--- src/logic/dcb_pkg.sv ---
/*
  Constants and types shared by the compare/branch unit and its lane comparator.
  Assumes a 32-bit instruction word and 32-bit general-purpose operands.
*/
package dcb_pkg;

  // Instruction fields
  localparam int unsigned MAJOR_HI     = 31;
  localparam int unsigned MAJOR_LO     = 26;
  localparam int unsigned SUB_HI       = 25;
  localparam int unsigned SUB_LO       = 21;
  localparam int unsigned ZERO5_HI     = 20;
  localparam int unsigned ZERO5_LO     = 16;
  localparam int unsigned OFFSET_HI    = 15;
  localparam int unsigned RD_HI        = 15;
  localparam int unsigned RD_LO        = 11;
  localparam int unsigned RSV_BIT      = 10;
  localparam int unsigned MINOR_HI     = 9;
  localparam int unsigned HALF_ZERO_HI = 15;
  localparam int unsigned HALF_ZERO_LO = 10;

  // Major codes
  localparam logic [5:0] MAJOR_GROUP_A   = 6'h00;
  localparam logic [5:0] IMMEDIATE_GROUP = 6'h10;
  localparam logic [5:0] MAJOR_GROUP_S   = 6'h16;

  // Position-branch sub code
  localparam logic [4:0] BRANCH_SUB = 5'h1b;
  localparam logic [4:0] ZERO5      = 5'h00;
  localparam logic [5:0] ZERO6      = 6'h00;

  // Minor codes
  localparam logic [9:0] HALF_EQ = 10'h005;
  localparam logic [9:0] HALF_LT = 10'h045;
  localparam logic [9:0] HALF_LE = 10'h085;
  localparam logic [9:0] GPR_EQ  = 10'h0c5;
  localparam logic [9:0] GPR_LT  = 10'h105;
  localparam logic [9:0] GPR_LE  = 10'h145;
  localparam logic [9:0] DUAL_EQ = 10'h185;
  localparam logic [9:0] DUAL_LT = 10'h1c5;
  localparam logic [9:0] DUAL_LE = 10'h205;

  // Bit-position limit for the branch
  localparam logic [5:0] POS_LIMIT = 6'h20;

  // Widths
  localparam int unsigned WORD_W  = 32;
  localparam int unsigned BYTE_W  = 8;
  localparam int unsigned HALF_W  = 16;
  localparam int unsigned CC_W    = 4;
  localparam int unsigned OFF_W   = 16;

  typedef enum logic [1:0] {
    CMP_EQ = 2'h0,
    CMP_LT = 2'h1,
    CMP_LE = 2'h2
  } dcb_cmp_op_type;

  typedef enum logic [1:0] {
    ST_IDLE = 2'h1,
    ST_SLOT = 2'h2
  } dcb_state_type;

endpackage : dcb_pkg

--- src/logic/dcb_lane_cmp.sv ---
/*
  One lane comparator: equal, less-than or less-or-equal, signed or unsigned.
  Purely combinational; the caller registers the result.
*/
`timescale 1ns/1ps
module dcb_lane_cmp #(
  parameter int unsigned W = 8
) (
  // Operands
  input  wire logic            [W-1:0] a_i,
  input  wire logic            [W-1:0] b_i,
  // Mode
  input  wire logic                    signed_i,
  input  wire dcb_pkg::dcb_cmp_op_type op_i,
  // Result
  output logic                         result_o
);

  // Flipping the top bit turns a signed order into an unsigned one
  wire logic [W-1:0] a_ord = {a_i[W-1] ^ signed_i, a_i[W-2:0]};
  wire logic [W-1:0] b_ord = {b_i[W-1] ^ signed_i, b_i[W-2:0]};
  wire logic         eq    = (a_ord == b_ord);
  wire logic         lt    = (a_ord < b_ord);

  always_comb begin
    case (op_i)
      dcb_pkg::CMP_EQ: result_o = eq;
      dcb_pkg::CMP_LT: result_o = lt;
      dcb_pkg::CMP_LE: result_o = lt | eq;
      default:         result_o = 1'b0;
    endcase
  end

endmodule : dcb_lane_cmp

--- src/logic/dcb_unit.sv ---
/*
  Compare and position-branch execution unit for the DSP extension.
  Assumes the pipeline presents one decoded instruction per valid_i cycle,
  with operands, the address of the next instruction and the control fields,
  all on clk_sys_i; results appear one cycle later on registered outputs.
*/
`timescale 1ns/1ps
module dcb_unit (
  // Clock and reset
  input  wire logic        clk_sys_i,
  input  wire logic        rst_i,
  // Issued instruction
  input  wire logic        valid_i,
  input  wire logic [31:0] instr_i,
  input  wire logic [31:0] pc_next_i,
  input  wire logic [31:0] source_reg_a_i,
  input  wire logic [31:0] source_reg_b_i,
  // Control register fields
  input  wire logic        dsp_enable_i,
  input  wire logic [5:0]  dsp_pos_i,
  input  wire logic [3:0]  dsp_cc_i,
  // Branch decision
  output logic             br_valid_o,
  output logic             br_taken_o,
  output logic [31:0]      br_target_o,
  output logic             redirect_valid_o,
  output logic [31:0]      redirect_target_o,
  // Results
  output logic             gpr_we_o,
  output logic [4:0]       gpr_rd_o,
  output logic [31:0]      gpr_data_o,
  output logic             cc_we_o,
  output logic [3:0]       cc_o,
  // Exceptions
  output logic             exc_reserved_o,
  output logic             exc_dsp_disabled_o
);

  localparam int unsigned NB = dcb_pkg::WORD_W / dcb_pkg::BYTE_W;
  localparam int unsigned NH = dcb_pkg::WORD_W / dcb_pkg::HALF_W;

  function automatic dcb_pkg::dcb_cmp_op_type op_of(input logic [9:0] m,
                                                    input logic [9:0] eq_code,
                                                    input logic [9:0] lt_code);
    if (m == eq_code) begin
      return dcb_pkg::CMP_EQ;
    end else if (m == lt_code) begin
      return dcb_pkg::CMP_LT;
    end
    return dcb_pkg::CMP_LE;
  endfunction : op_of

  function automatic logic is_code(input logic [9:0] m, input logic [9:0] c0,
                                   input logic [9:0] c1, input logic [9:0] c2);
    return (m == c0) || (m == c1) || (m == c2);
  endfunction : is_code

  // Field decode
  wire logic [5:0] major = instr_i[dcb_pkg::MAJOR_HI:dcb_pkg::MAJOR_LO];
  wire logic [9:0] minor = instr_i[dcb_pkg::MINOR_HI:0];
  wire logic       rsv_ok = (instr_i[dcb_pkg::RSV_BIT] == 1'b0);

  wire logic is_branch = (major == dcb_pkg::IMMEDIATE_GROUP)
                       && (instr_i[dcb_pkg::SUB_HI:dcb_pkg::SUB_LO] == dcb_pkg::BRANCH_SUB)
                       && (instr_i[dcb_pkg::ZERO5_HI:dcb_pkg::ZERO5_LO]
                           == dcb_pkg::ZERO5);
  wire logic is_half = (major == dcb_pkg::MAJOR_GROUP_A)
                     && (instr_i[dcb_pkg::HALF_ZERO_HI:dcb_pkg::HALF_ZERO_LO]
                         == dcb_pkg::ZERO6)
                     && is_code(minor, dcb_pkg::HALF_EQ, dcb_pkg::HALF_LT,
                                dcb_pkg::HALF_LE);
  wire logic is_gpr = (major == dcb_pkg::MAJOR_GROUP_S) && rsv_ok
                    && is_code(minor, dcb_pkg::GPR_EQ, dcb_pkg::GPR_LT,
                               dcb_pkg::GPR_LE);
  wire logic is_dual = (major == dcb_pkg::MAJOR_GROUP_A) && rsv_ok
                     && is_code(minor, dcb_pkg::DUAL_EQ, dcb_pkg::DUAL_LT,
                                dcb_pkg::DUAL_LE);

  wire logic hit = valid_i && (is_branch || is_half || is_gpr || is_dual);
  wire logic go  = hit && dsp_enable_i;

  wire dcb_pkg::dcb_cmp_op_type half_op = op_of(minor, dcb_pkg::HALF_EQ, dcb_pkg::HALF_LT);
  wire dcb_pkg::dcb_cmp_op_type byte_op = is_dual
                                        ? op_of(minor, dcb_pkg::DUAL_EQ, dcb_pkg::DUAL_LT)
                                        : op_of(minor, dcb_pkg::GPR_EQ, dcb_pkg::GPR_LT);

  // Lanes
  logic [NB-1:0] byte_res;
  logic [NH-1:0] half_res;

  for (genvar i = 0; i < NB; i++) begin : g_byte
    dcb_lane_cmp #(.W(dcb_pkg::BYTE_W)) u_lane (
      .a_i      (source_reg_a_i[i*dcb_pkg::BYTE_W +: dcb_pkg::BYTE_W]),
      .b_i      (source_reg_b_i[i*dcb_pkg::BYTE_W +: dcb_pkg::BYTE_W]),
      .signed_i (1'b0),
      .op_i     (byte_op),
      .result_o (byte_res[i])
    );
  end

  for (genvar i = 0; i < NH; i++) begin : g_half
    dcb_lane_cmp #(.W(dcb_pkg::HALF_W)) u_lane (
      .a_i      (source_reg_a_i[i*dcb_pkg::HALF_W +: dcb_pkg::HALF_W]),
      .b_i      (source_reg_b_i[i*dcb_pkg::HALF_W +: dcb_pkg::HALF_W]),
      .signed_i (1'b1),
      .op_i     (half_op),
      .result_o (half_res[i])
    );
  end

  // Branch arithmetic
  wire logic [31:0] off_ext = {{(dcb_pkg::WORD_W - dcb_pkg::OFF_W - 1){instr_i[dcb_pkg::OFFSET_HI]}},
                               instr_i[dcb_pkg::OFFSET_HI:0], 1'b0};
  wire logic [31:0] next_target = pc_next_i + off_ext;
  wire logic        next_taken  = (dsp_pos_i >= dcb_pkg::POS_LIMIT);

  // On halfword compares the upper condition bits are kept as they were; that choice is cheapest
  wire logic [3:0] next_cc = is_half ? {dsp_cc_i[3:2], half_res} : byte_res;
  wire logic [31:0] next_gpr = {{(dcb_pkg::WORD_W - dcb_pkg::CC_W){1'b0}}, byte_res};

  // Delay-slot tracking
  dcb_pkg::dcb_state_type state;
  dcb_pkg::dcb_state_type next_state;
  logic                   pend_taken;
  logic [31:0]            pend_target;

  wire logic arm     = (state == dcb_pkg::ST_IDLE) && go && is_branch;
  wire logic slot_ex = (state == dcb_pkg::ST_SLOT) && valid_i;

  always_comb begin
    case (state)
      dcb_pkg::ST_IDLE: next_state = arm ? dcb_pkg::ST_SLOT : dcb_pkg::ST_IDLE;
      dcb_pkg::ST_SLOT: next_state = valid_i ? dcb_pkg::ST_IDLE : dcb_pkg::ST_SLOT;
      default:          next_state = dcb_pkg::ST_IDLE;
    endcase
  end

  always_ff @(posedge clk_sys_i) begin
    if (rst_i) begin
      state       <= dcb_pkg::ST_IDLE;
      pend_taken  <= 1'b0;
      pend_target <= 32'h0000_0000;
    end else begin
      state <= next_state;
      if (arm) begin
        pend_taken  <= next_taken;
        pend_target <= next_target;
      end
    end
  end

  // Redirect only after the slot instruction issues; not taken falls through
  always_ff @(posedge clk_sys_i) begin
    if (rst_i) begin
      redirect_valid_o  <= 1'b0;
      redirect_target_o <= 32'h0000_0000;
    end else begin
      redirect_valid_o  <= slot_ex && pend_taken;
      redirect_target_o <= pend_target;
    end
  end

  always_ff @(posedge clk_sys_i) begin
    if (rst_i) begin
      br_valid_o  <= 1'b0;
      br_taken_o  <= 1'b0;
      br_target_o <= 32'h0000_0000;
    end else begin
      br_valid_o  <= go && is_branch;
      br_taken_o  <= go && is_branch && next_taken;
      br_target_o <= next_target;
    end
  end

  always_ff @(posedge clk_sys_i) begin
    if (rst_i) begin
      gpr_we_o   <= 1'b0;
      gpr_rd_o   <= 5'h00;
      gpr_data_o <= 32'h0000_0000;
      cc_we_o    <= 1'b0;
      cc_o       <= 4'h0;
    end else begin
      gpr_we_o   <= go && (is_gpr || is_dual);
      gpr_rd_o   <= instr_i[dcb_pkg::RD_HI:dcb_pkg::RD_LO];
      gpr_data_o <= next_gpr;
      cc_we_o    <= go && (is_half || is_dual);
      cc_o       <= next_cc;
    end
  end

  // Exceptions come from decode and enable only, never from operand data
  always_ff @(posedge clk_sys_i) begin
    if (rst_i) begin
      exc_reserved_o     <= 1'b0;
      exc_dsp_disabled_o <= 1'b0;
    end else begin
      exc_reserved_o     <= valid_i && !hit;
      exc_dsp_disabled_o <= hit && !dsp_enable_i;
    end
  end
endmodule : dcb_unit

--- config.mk ---
export PLATFORM = sky130hd
export DESIGN_NAME = dcb_unit
export DESIGN_NICKNAME = d
export VERILOG_FILES = /design/src/logic/dcb_pkg.sv /design/src/logic/dcb_lane_cmp.sv /design/src/logic/dcb_unit.sv
export SDC_FILE = /design/constraint.sdc
export NUM_CORES = 1
export LEC_CHECK = 0
export BUFFER_PORTS_ARGS = -buffer_cell sky130_fd_sc_hd__buf_2
export CELL_PAD_IN_SITES_DETAIL_PLACEMENT = 1
export CELL_PAD_IN_SITES_GLOBAL_PLACEMENT = 1
export CORE_UTILIZATION = 40
export CTS_CLUSTER_DIAMETER = 120
export CTS_CLUSTER_SIZE = 24
export DETAILED_ROUTE_END_ITERATION = 8
export HOLD_SLACK_MARGIN = 0.08
export PLACE_DENSITY = 0.95
export SLEW_MARGIN = 25
export SYNTH_ARGS = -nofsm -noshare
export SYNTH_HDL_FRONTEND = slang
export SYNTH_HIERARCHICAL = 1
export SYNTH_SLANG_ARGS = --single-unit
export TNS_END_PERCENT = 30
--- constraint.sdc ---
create_clock -name clk_sys_i -period 4.6 [get_ports clk_sys_i]
set_input_delay 0.92 -clock clk_sys_i [delete_from_list [all_inputs] [get_ports clk_sys_i]]
set_output_delay 0.92 -clock clk_sys_i [all_outputs]
set_load 0.03 [all_outputs]
Word-level counts from Yosys, hierarchy flattened:

Cells that the tools add are included.

* order comparisons: 7
* reduce and logical (&&, ||, !) cells: 38
* $add $sub $neg: 1
* equal/unequal tests: 24
* bitwise operators: 11
* mux-type cells: 26

Operators by type and width (count)
* $eq 10x9->1 const B: 4
* $add 32x32->32: 1
* $eq 16x16->1: 2
* $eq 8x8->1: 4
* $lt 16x16->1: 2
* $lt 8x8->1: 4
* $mux 2: 12
* $eq 10x8->1 const B: 2
* $logic_and 1x1->1: 20
* $pmux 1 s3: 6
* $eq 6x5->1 const B: 2
* $logic_not 6->1: 2
* $logic_or 1x1->1: 11
* $eq 10x10->1 const B: 1
* $eq 10x3->1 const B: 1
* $eq 10x7->1 const B: 1
* $eq 2x1->1 const B: 3
* $eq 2x2->1 const B: 3
* $ge 6x6->1 const B: 1
* $mux 1: 6
* $or 1x1->1: 6
* $eq 5x5->1 const B: 1
* $logic_not 5->1: 1
* $not 1->1: 5
* other kinds (4): 6

* flip-flop bits (word level): 147
* word-level logic and storage cells: 123

Depth between registers and ports, before layout:

* word-level depth: 13
* gate-level depth with buffers: 13
* depth with buffers taken out: 12

Cells and area by module:

The synthesis kept the hierarchy.

By module, submodules not included
* dcb_unit: seq. area each 2382.3 µm², area each 5522.8 µm², times used 1, cells an instance 616
* dcb_lane_cmp (g_byte[0].u_lane ...): seq. area each 0.0 µm², area each 221.5 µm², times used 4, cells an instance 30
* dcb_lane_cmp (g_half[0].u_lane ...): seq. area each 0.0 µm², area each 439.2 µm², times used 2, cells an instance 59

Least setup slack after synthesis:

OpenSTA, ideal clock, no wires.

* path type: input to register
* start: in instr_i[0]
* end: reg pend_target[27]
* cell stages on the path: 11
* slack: 1.500 ns
* data arrival time: 2.979 ns
* setup time: 0.121 ns
* path buffers: 0
* cell sequence: ha_1 -> inv_1 -> fa_1 -> nor2b_1 -> o31ai_1 -> a211oi_2 -> a211oi_4 -> o31ai_1 -> xnor2_1 -> nor2_1 -> mux2_2

* cells in the longest elaborated chain, start to end: 11

RTL lines
* start: declaration: RTL line dcb_unit.sv:14 `input wire logic [31:0] instr_i,`
* parallel branches: the longest is 11 deep, another holds $add 32x32->32
* end signal: assignment: RTL line dcb_unit.sv:147 `pend_target <= next_target;`
* end: declaration: RTL line dcb_unit.sv:125 `logic [31:0] pend_target;`

Several ways; the timed one is not identified.
A chain may end at the register's enable or synchronous reset.

Final worst setup path:

* start: in instr_i[15]
* end: reg pend_target[29]

* cells in the longest elaborated chain, start to end: 10

RTL lines
* parallel branches: the longest is 10 deep, another holds $add 32x32->32

Several ways; the timed one is not identified.

==> impl_metrics.prom <==
# TYPE chip_impl_metric gauge
chip_impl_metric{name="place_hpwl",unit="um"} 19300
chip_impl_metric{name="cts_max_level",unit=""} 4
chip_impl_metric{name="gp_weighted_congestion",unit=""} 0.913
chip_impl_info{name="timing.setup.critical_path_class",value="in2reg"} 1
chip_impl_metric{name="synth_warnings",unit=""} 6
chip_impl_info{name="yosys_most_used_dff",value="sky130_fd_sc_hd__dfxtp_1"} 1
chip_impl_metric{name="final-setup-viol-count",unit=""} 0
chip_impl_metric{name="synth.avg_cell_area",unit="sq um"} 8.53
chip_impl_metric{name="post_layout_min_period",unit="ns"} 3.48
chip_impl_metric{name="clock_tree_buffer_depth",unit=""} 2
chip_impl_metric{name="p_leak",unit="uW"} 0.00460
chip_impl_metric{name="layout-drive-gt1-share",unit="%"} 25.1
chip_impl_metric{name="finalWirelength",unit="um"} 24200
chip_impl_info{name="launching_instance_or_port_of_the_critical_path",value="instr_i[15]"} 1
chip_impl_metric{name="synthToLayoutAreaGrowth",unit="%"} 25.8
chip_impl_metric{name="max_slew.worst_pin.slew",unit="ns"} 1.02
chip_impl_metric{name="grt_max_degree",unit=""} 60
chip_impl_metric{name="die_area",unit="sq um"} 18800
chip_impl_info{name="clock_tree_from_tritoncts",value="done"} 1
chip_impl_metric{name="power.density",unit="nW/um^2"} 362
chip_impl_info{name="min-delay-path-class",value="reg2reg"} 1
chip_impl_info{name="critical_path.startpoint_type",value="primary input"} 1
chip_impl_metric{name="initial_core_util",unit="%"} 41.6
chip_impl_metric{name="final.setup_skew",unit="ns"} 0.0139
chip_impl_metric{name="wire_length_of_the_first_global_routing_pass",unit="um"} 37800
chip_impl_metric{name="fin_nets",unit=""} 1318
chip_impl_metric{name="max-cap-violations",unit=""} 0
chip_impl_metric{name="cts.sink_count",unit=""} 119
chip_impl_info{name="clockRootBuffer",value="sky130_fd_sc_hd__clkbuf_16"} 1
chip_impl_metric{name="regToRegSetupSlack",unit="ns"} 2.70
chip_impl_metric{name="clkTransAtPathRegs",unit="ns"} 0.06
chip_impl_metric{name="synth-edff-count",unit=""} 0
chip_impl_metric{name="numPortBuffers",unit=""} 218
chip_impl_metric{name="crit_arrival",unit="ns"} 3.78
chip_impl_metric{name="cp_max_fo",unit=""} 18
chip_impl_info{name="crit_reg_reg_startpoint",value="state[1]$_SDFF_PP0_"} 1
chip_impl_metric{name="via_per_inst",unit=""} 5.26
chip_impl_metric{name="core.rowCount",unit=""} 48
chip_impl_metric{name="clock_latency",unit="ns"} 0.43
chip_impl_metric{name="synth_seq_area_share",unit="%"} 32.7
chip_impl_metric{name="overall_power_of_the_completed_layout",unit="uW"} 3320
chip_impl_info{name="ys_top_cells_by_area",value="sky130_fd_sc_hd__dfxtp_1 33%, sky130_fd_sc_hd__ha_1 16%, sky130_fd_sc_hd__a21oi_1 4.5%"} 1
chip_impl_info{name="critPathCapture",value="pend_target[29]$_SDFFE_PP0P_"} 1
chip_impl_metric{name="placeableCoreArea",unit="sq um"} 17500
chip_impl_metric{name="yosys_register_bits",unit=""} 119
chip_impl_info{name="synthDominantAreaCellType",value="sky130_fd_sc_hd__dfxtp_1"} 1
chip_impl_info{name="critical_path.reg2reg.endpoint",value="pend_target[2]$_SDFFE_PP0P_"} 1
chip_impl_metric{name="worst_slew_margin_rel",unit="%"} 31.7
chip_impl_metric{name="global_route.usage.total",unit="%"} 26.6
chip_impl_metric{name="remaining_drc_errors",unit=""} 0
chip_impl_metric{name="post_synth_instance_area",unit="sq um"} 7290
chip_impl_metric{name="synth_cell_type_count",unit=""} 59
chip_impl_metric{name="antenna_violations_before_repair",unit=""} 6
chip_impl_metric{name="worst_ep_required_time",unit="ns"} 4.90
chip_impl_info{name="status",value="finished clean"} 1
chip_impl_metric{name="numCtsBuffers",unit=""} 17
chip_impl_metric{name="timing.final.hold_violations",unit=""} 0
chip_impl_metric{name="routed-via-count",unit=""} 6941
chip_impl_metric{name="num_io_pins",unit=""} 254
chip_impl_metric{name="postSynthCellCount",unit=""} 854
chip_impl_metric{name="detail_route.first_pass.iterations",unit=""} 5
chip_impl_metric{name="asyncSetResetFlopFracSynth",unit="%"} 0
chip_impl_metric{name="vias_in_the_first_global_route",unit=""} 7399
chip_impl_metric{name="max_freq",unit="MHz"} 287
chip_impl_metric{name="ff2ff_path_depth",unit=""} 7
chip_impl_info{name="setup_repair_after_global_routing_missed_its_margin",value="no"} 1
chip_impl_metric{name="slew_viol_final",unit=""} 0
chip_impl_metric{name="max-vdd-ir-drop",unit="mV"} 0.261
chip_impl_metric{name="ctsResizeCount",unit=""} 0
chip_impl_metric{name="cts-hold-fix-buffers",unit=""} 0
chip_impl_metric{name="synth_top_area_share",unit="%"} 32.7
chip_impl_metric{name="cts_post_setup_buffers_inserted",unit=""} 0
chip_impl_metric{name="drt.antenna.violating_nets",unit=""} 0
chip_impl_metric{name="die_width",unit="um"} 137
chip_impl_metric{name="die_height",unit="um"} 137
chip_impl_metric{name="final_worst_path_cycle_share",unit="%"} 75.7
chip_impl_info{name="crit_path_end_kind",value="flip-flop"} 1
chip_impl_metric{name="dr.first_iter.drc_count",unit=""} 372
chip_impl_metric{name="drt-wirelength-per-cell",unit="um"} 18.3
chip_impl_metric{name="overflow",unit=""} 0
chip_impl_metric{name="setup_tns_after_final_layout",unit="ns"} 0
worst max-delay path, stage by stage:
cell and delay, ns:
sky130_fd_sc_hd__buf_2 0.37, sky130_fd_sc_hd__ha_1 0.40, sky130_fd_sc_hd__and4_1 0.27, sky130_fd_sc_hd__and4_1 0.26
sky130_fd_sc_hd__a22o_1 0.25, sky130_fd_sc_hd__a211oi_4 0.39, sky130_fd_sc_hd__o21ai_2 0.17, sky130_fd_sc_hd__a41oi_1 0.36
sky130_fd_sc_hd__xor2_1 0.27, sky130_fd_sc_hd__o21ai_1 0.12
layout by cell type (no fill, tap or decap), drive strengths merged, types with 21 or more instances in the layout:
master,n
buf,222
dfxtp,119
ha,96
inv,70
nor2,68
a21oi,67
nand2,62
nor2b,52
conb,40
o21ai,36
xor2,22
a21o,21
xnor2,21
stage by stage:
step | util (%) | instances | instance area (sq um) | hold WS (ns) | setup slack [ns]
CTS | 52.2 | 1316 | 9160 | 0.448 | 1.14
floorplan | - | 892 | 7430 | 0.410 | 1.50
detailed placement | 48.6 | 1285 | 8530 | 0.441 | 0.807
finish | 52.3 | 1319 | 9170 | 0.446 | 1.12
global placement | 48.6 | 1285 | 8530 | 0.425 | 0.938
global route | 52.3 | 1319 | 9170 | 0.474 | 0.983
registers in the layout, indices dropped and copies added (netlist names):
name,count
state,2
gpr_data_o,4
br_target_o,32
br_valid_o,1
exc_dsp_disabled_o,1
redirect_valid_o,1
pend_target,32
cc_o,4
pend_taken,1
gpr_rd_o,5
exc_reserved_o,1
redirect_target_o,32
cc_we_o,1
gpr_we_o,1
br_taken_o,1
logic make-up after synthesis:
family	synth area share [%]
AO/OA/AOI/OAI	17.0
XOR/XNOR	5.17
adder cells (fa/ha/maj)	16.8
buffers and inverters	7.73
flip-flops	32.7
multiplexers	1.79
other	0.103
AND/OR/NAND/NOR	18.7
layout make-up:
class,count,area [sq um]
antenna,3,7.51
clock buffer,18,439
clock inverter,13,195
fill,2184,8370
inverter,67,251
multi-input combinational,652,4490
sequential,119,2380
tap,225,282
timing repair buffer,222,1120
cell usage after synthesis (all sizes together), types with 19 or more instances:
library cell / number
dfxtp: 119
ha: 96
nor2: 68
a21oi: 67
inv: 67
nand2: 62
nor2b: 52
o21ai: 36
buf: 31
clkbuf: 23
xor2: 22
a21o: 21
xnor2: 21
nand4: 19
worst min path at each step:
stage / startpoint / end / slack, ns / depth (start not counted)
final: pend_target[6]$_SDFFE_PP0P_ / pend_target[6]$_SDFFE_PP0P_ / 0.45 / 2
after global routing: pend_target[12]$_SDFFE_PP0P_ / redirect_target_o[12]$_SDFF_PP0_ / 0.47 / 1
after floorplan: pend_taken$_SDFFE_PP0P_ / redirect_valid_o$_SDFF_PP0_ / 0.41 / 2
after global placement: pend_taken$_SDFFE_PP0P_ / redirect_valid_o$_SDFF_PP0_ / 0.42 / 2
after detailed placement: pend_target[6]$_SDFFE_PP0P_ / pend_target[6]$_SDFFE_PP0P_ / 0.44 / 2
after CTS: pend_target[6]$_SDFFE_PP0P_ / pend_target[6]$_SDFFE_PP0P_ / 0.45 / 2
power by group:
group	internal, uW	switching, uW
combinational	272	501
sequential	1080	14.7
clock	924	523
per-layer routing:
| metal | vias up | global-route usage, % | routed length (um) | share of wire (%) |
|---|---|---|---|---|
| met2 | 251 | 46.5 | 12000 | 50 |
| met5 | - | 0 | 23 | 0.095 |
| met1 | 3266 | 30.7 | 10100 | 42 |
| met4 | 4 | 12.9 | 725 | 3.0 |
| met3 | 52 | 5.30 | 1350 | 5.6 |
| li1 | 3368 | - | - | - |
No activity file was read; power rests on OpenSTA's default activity.
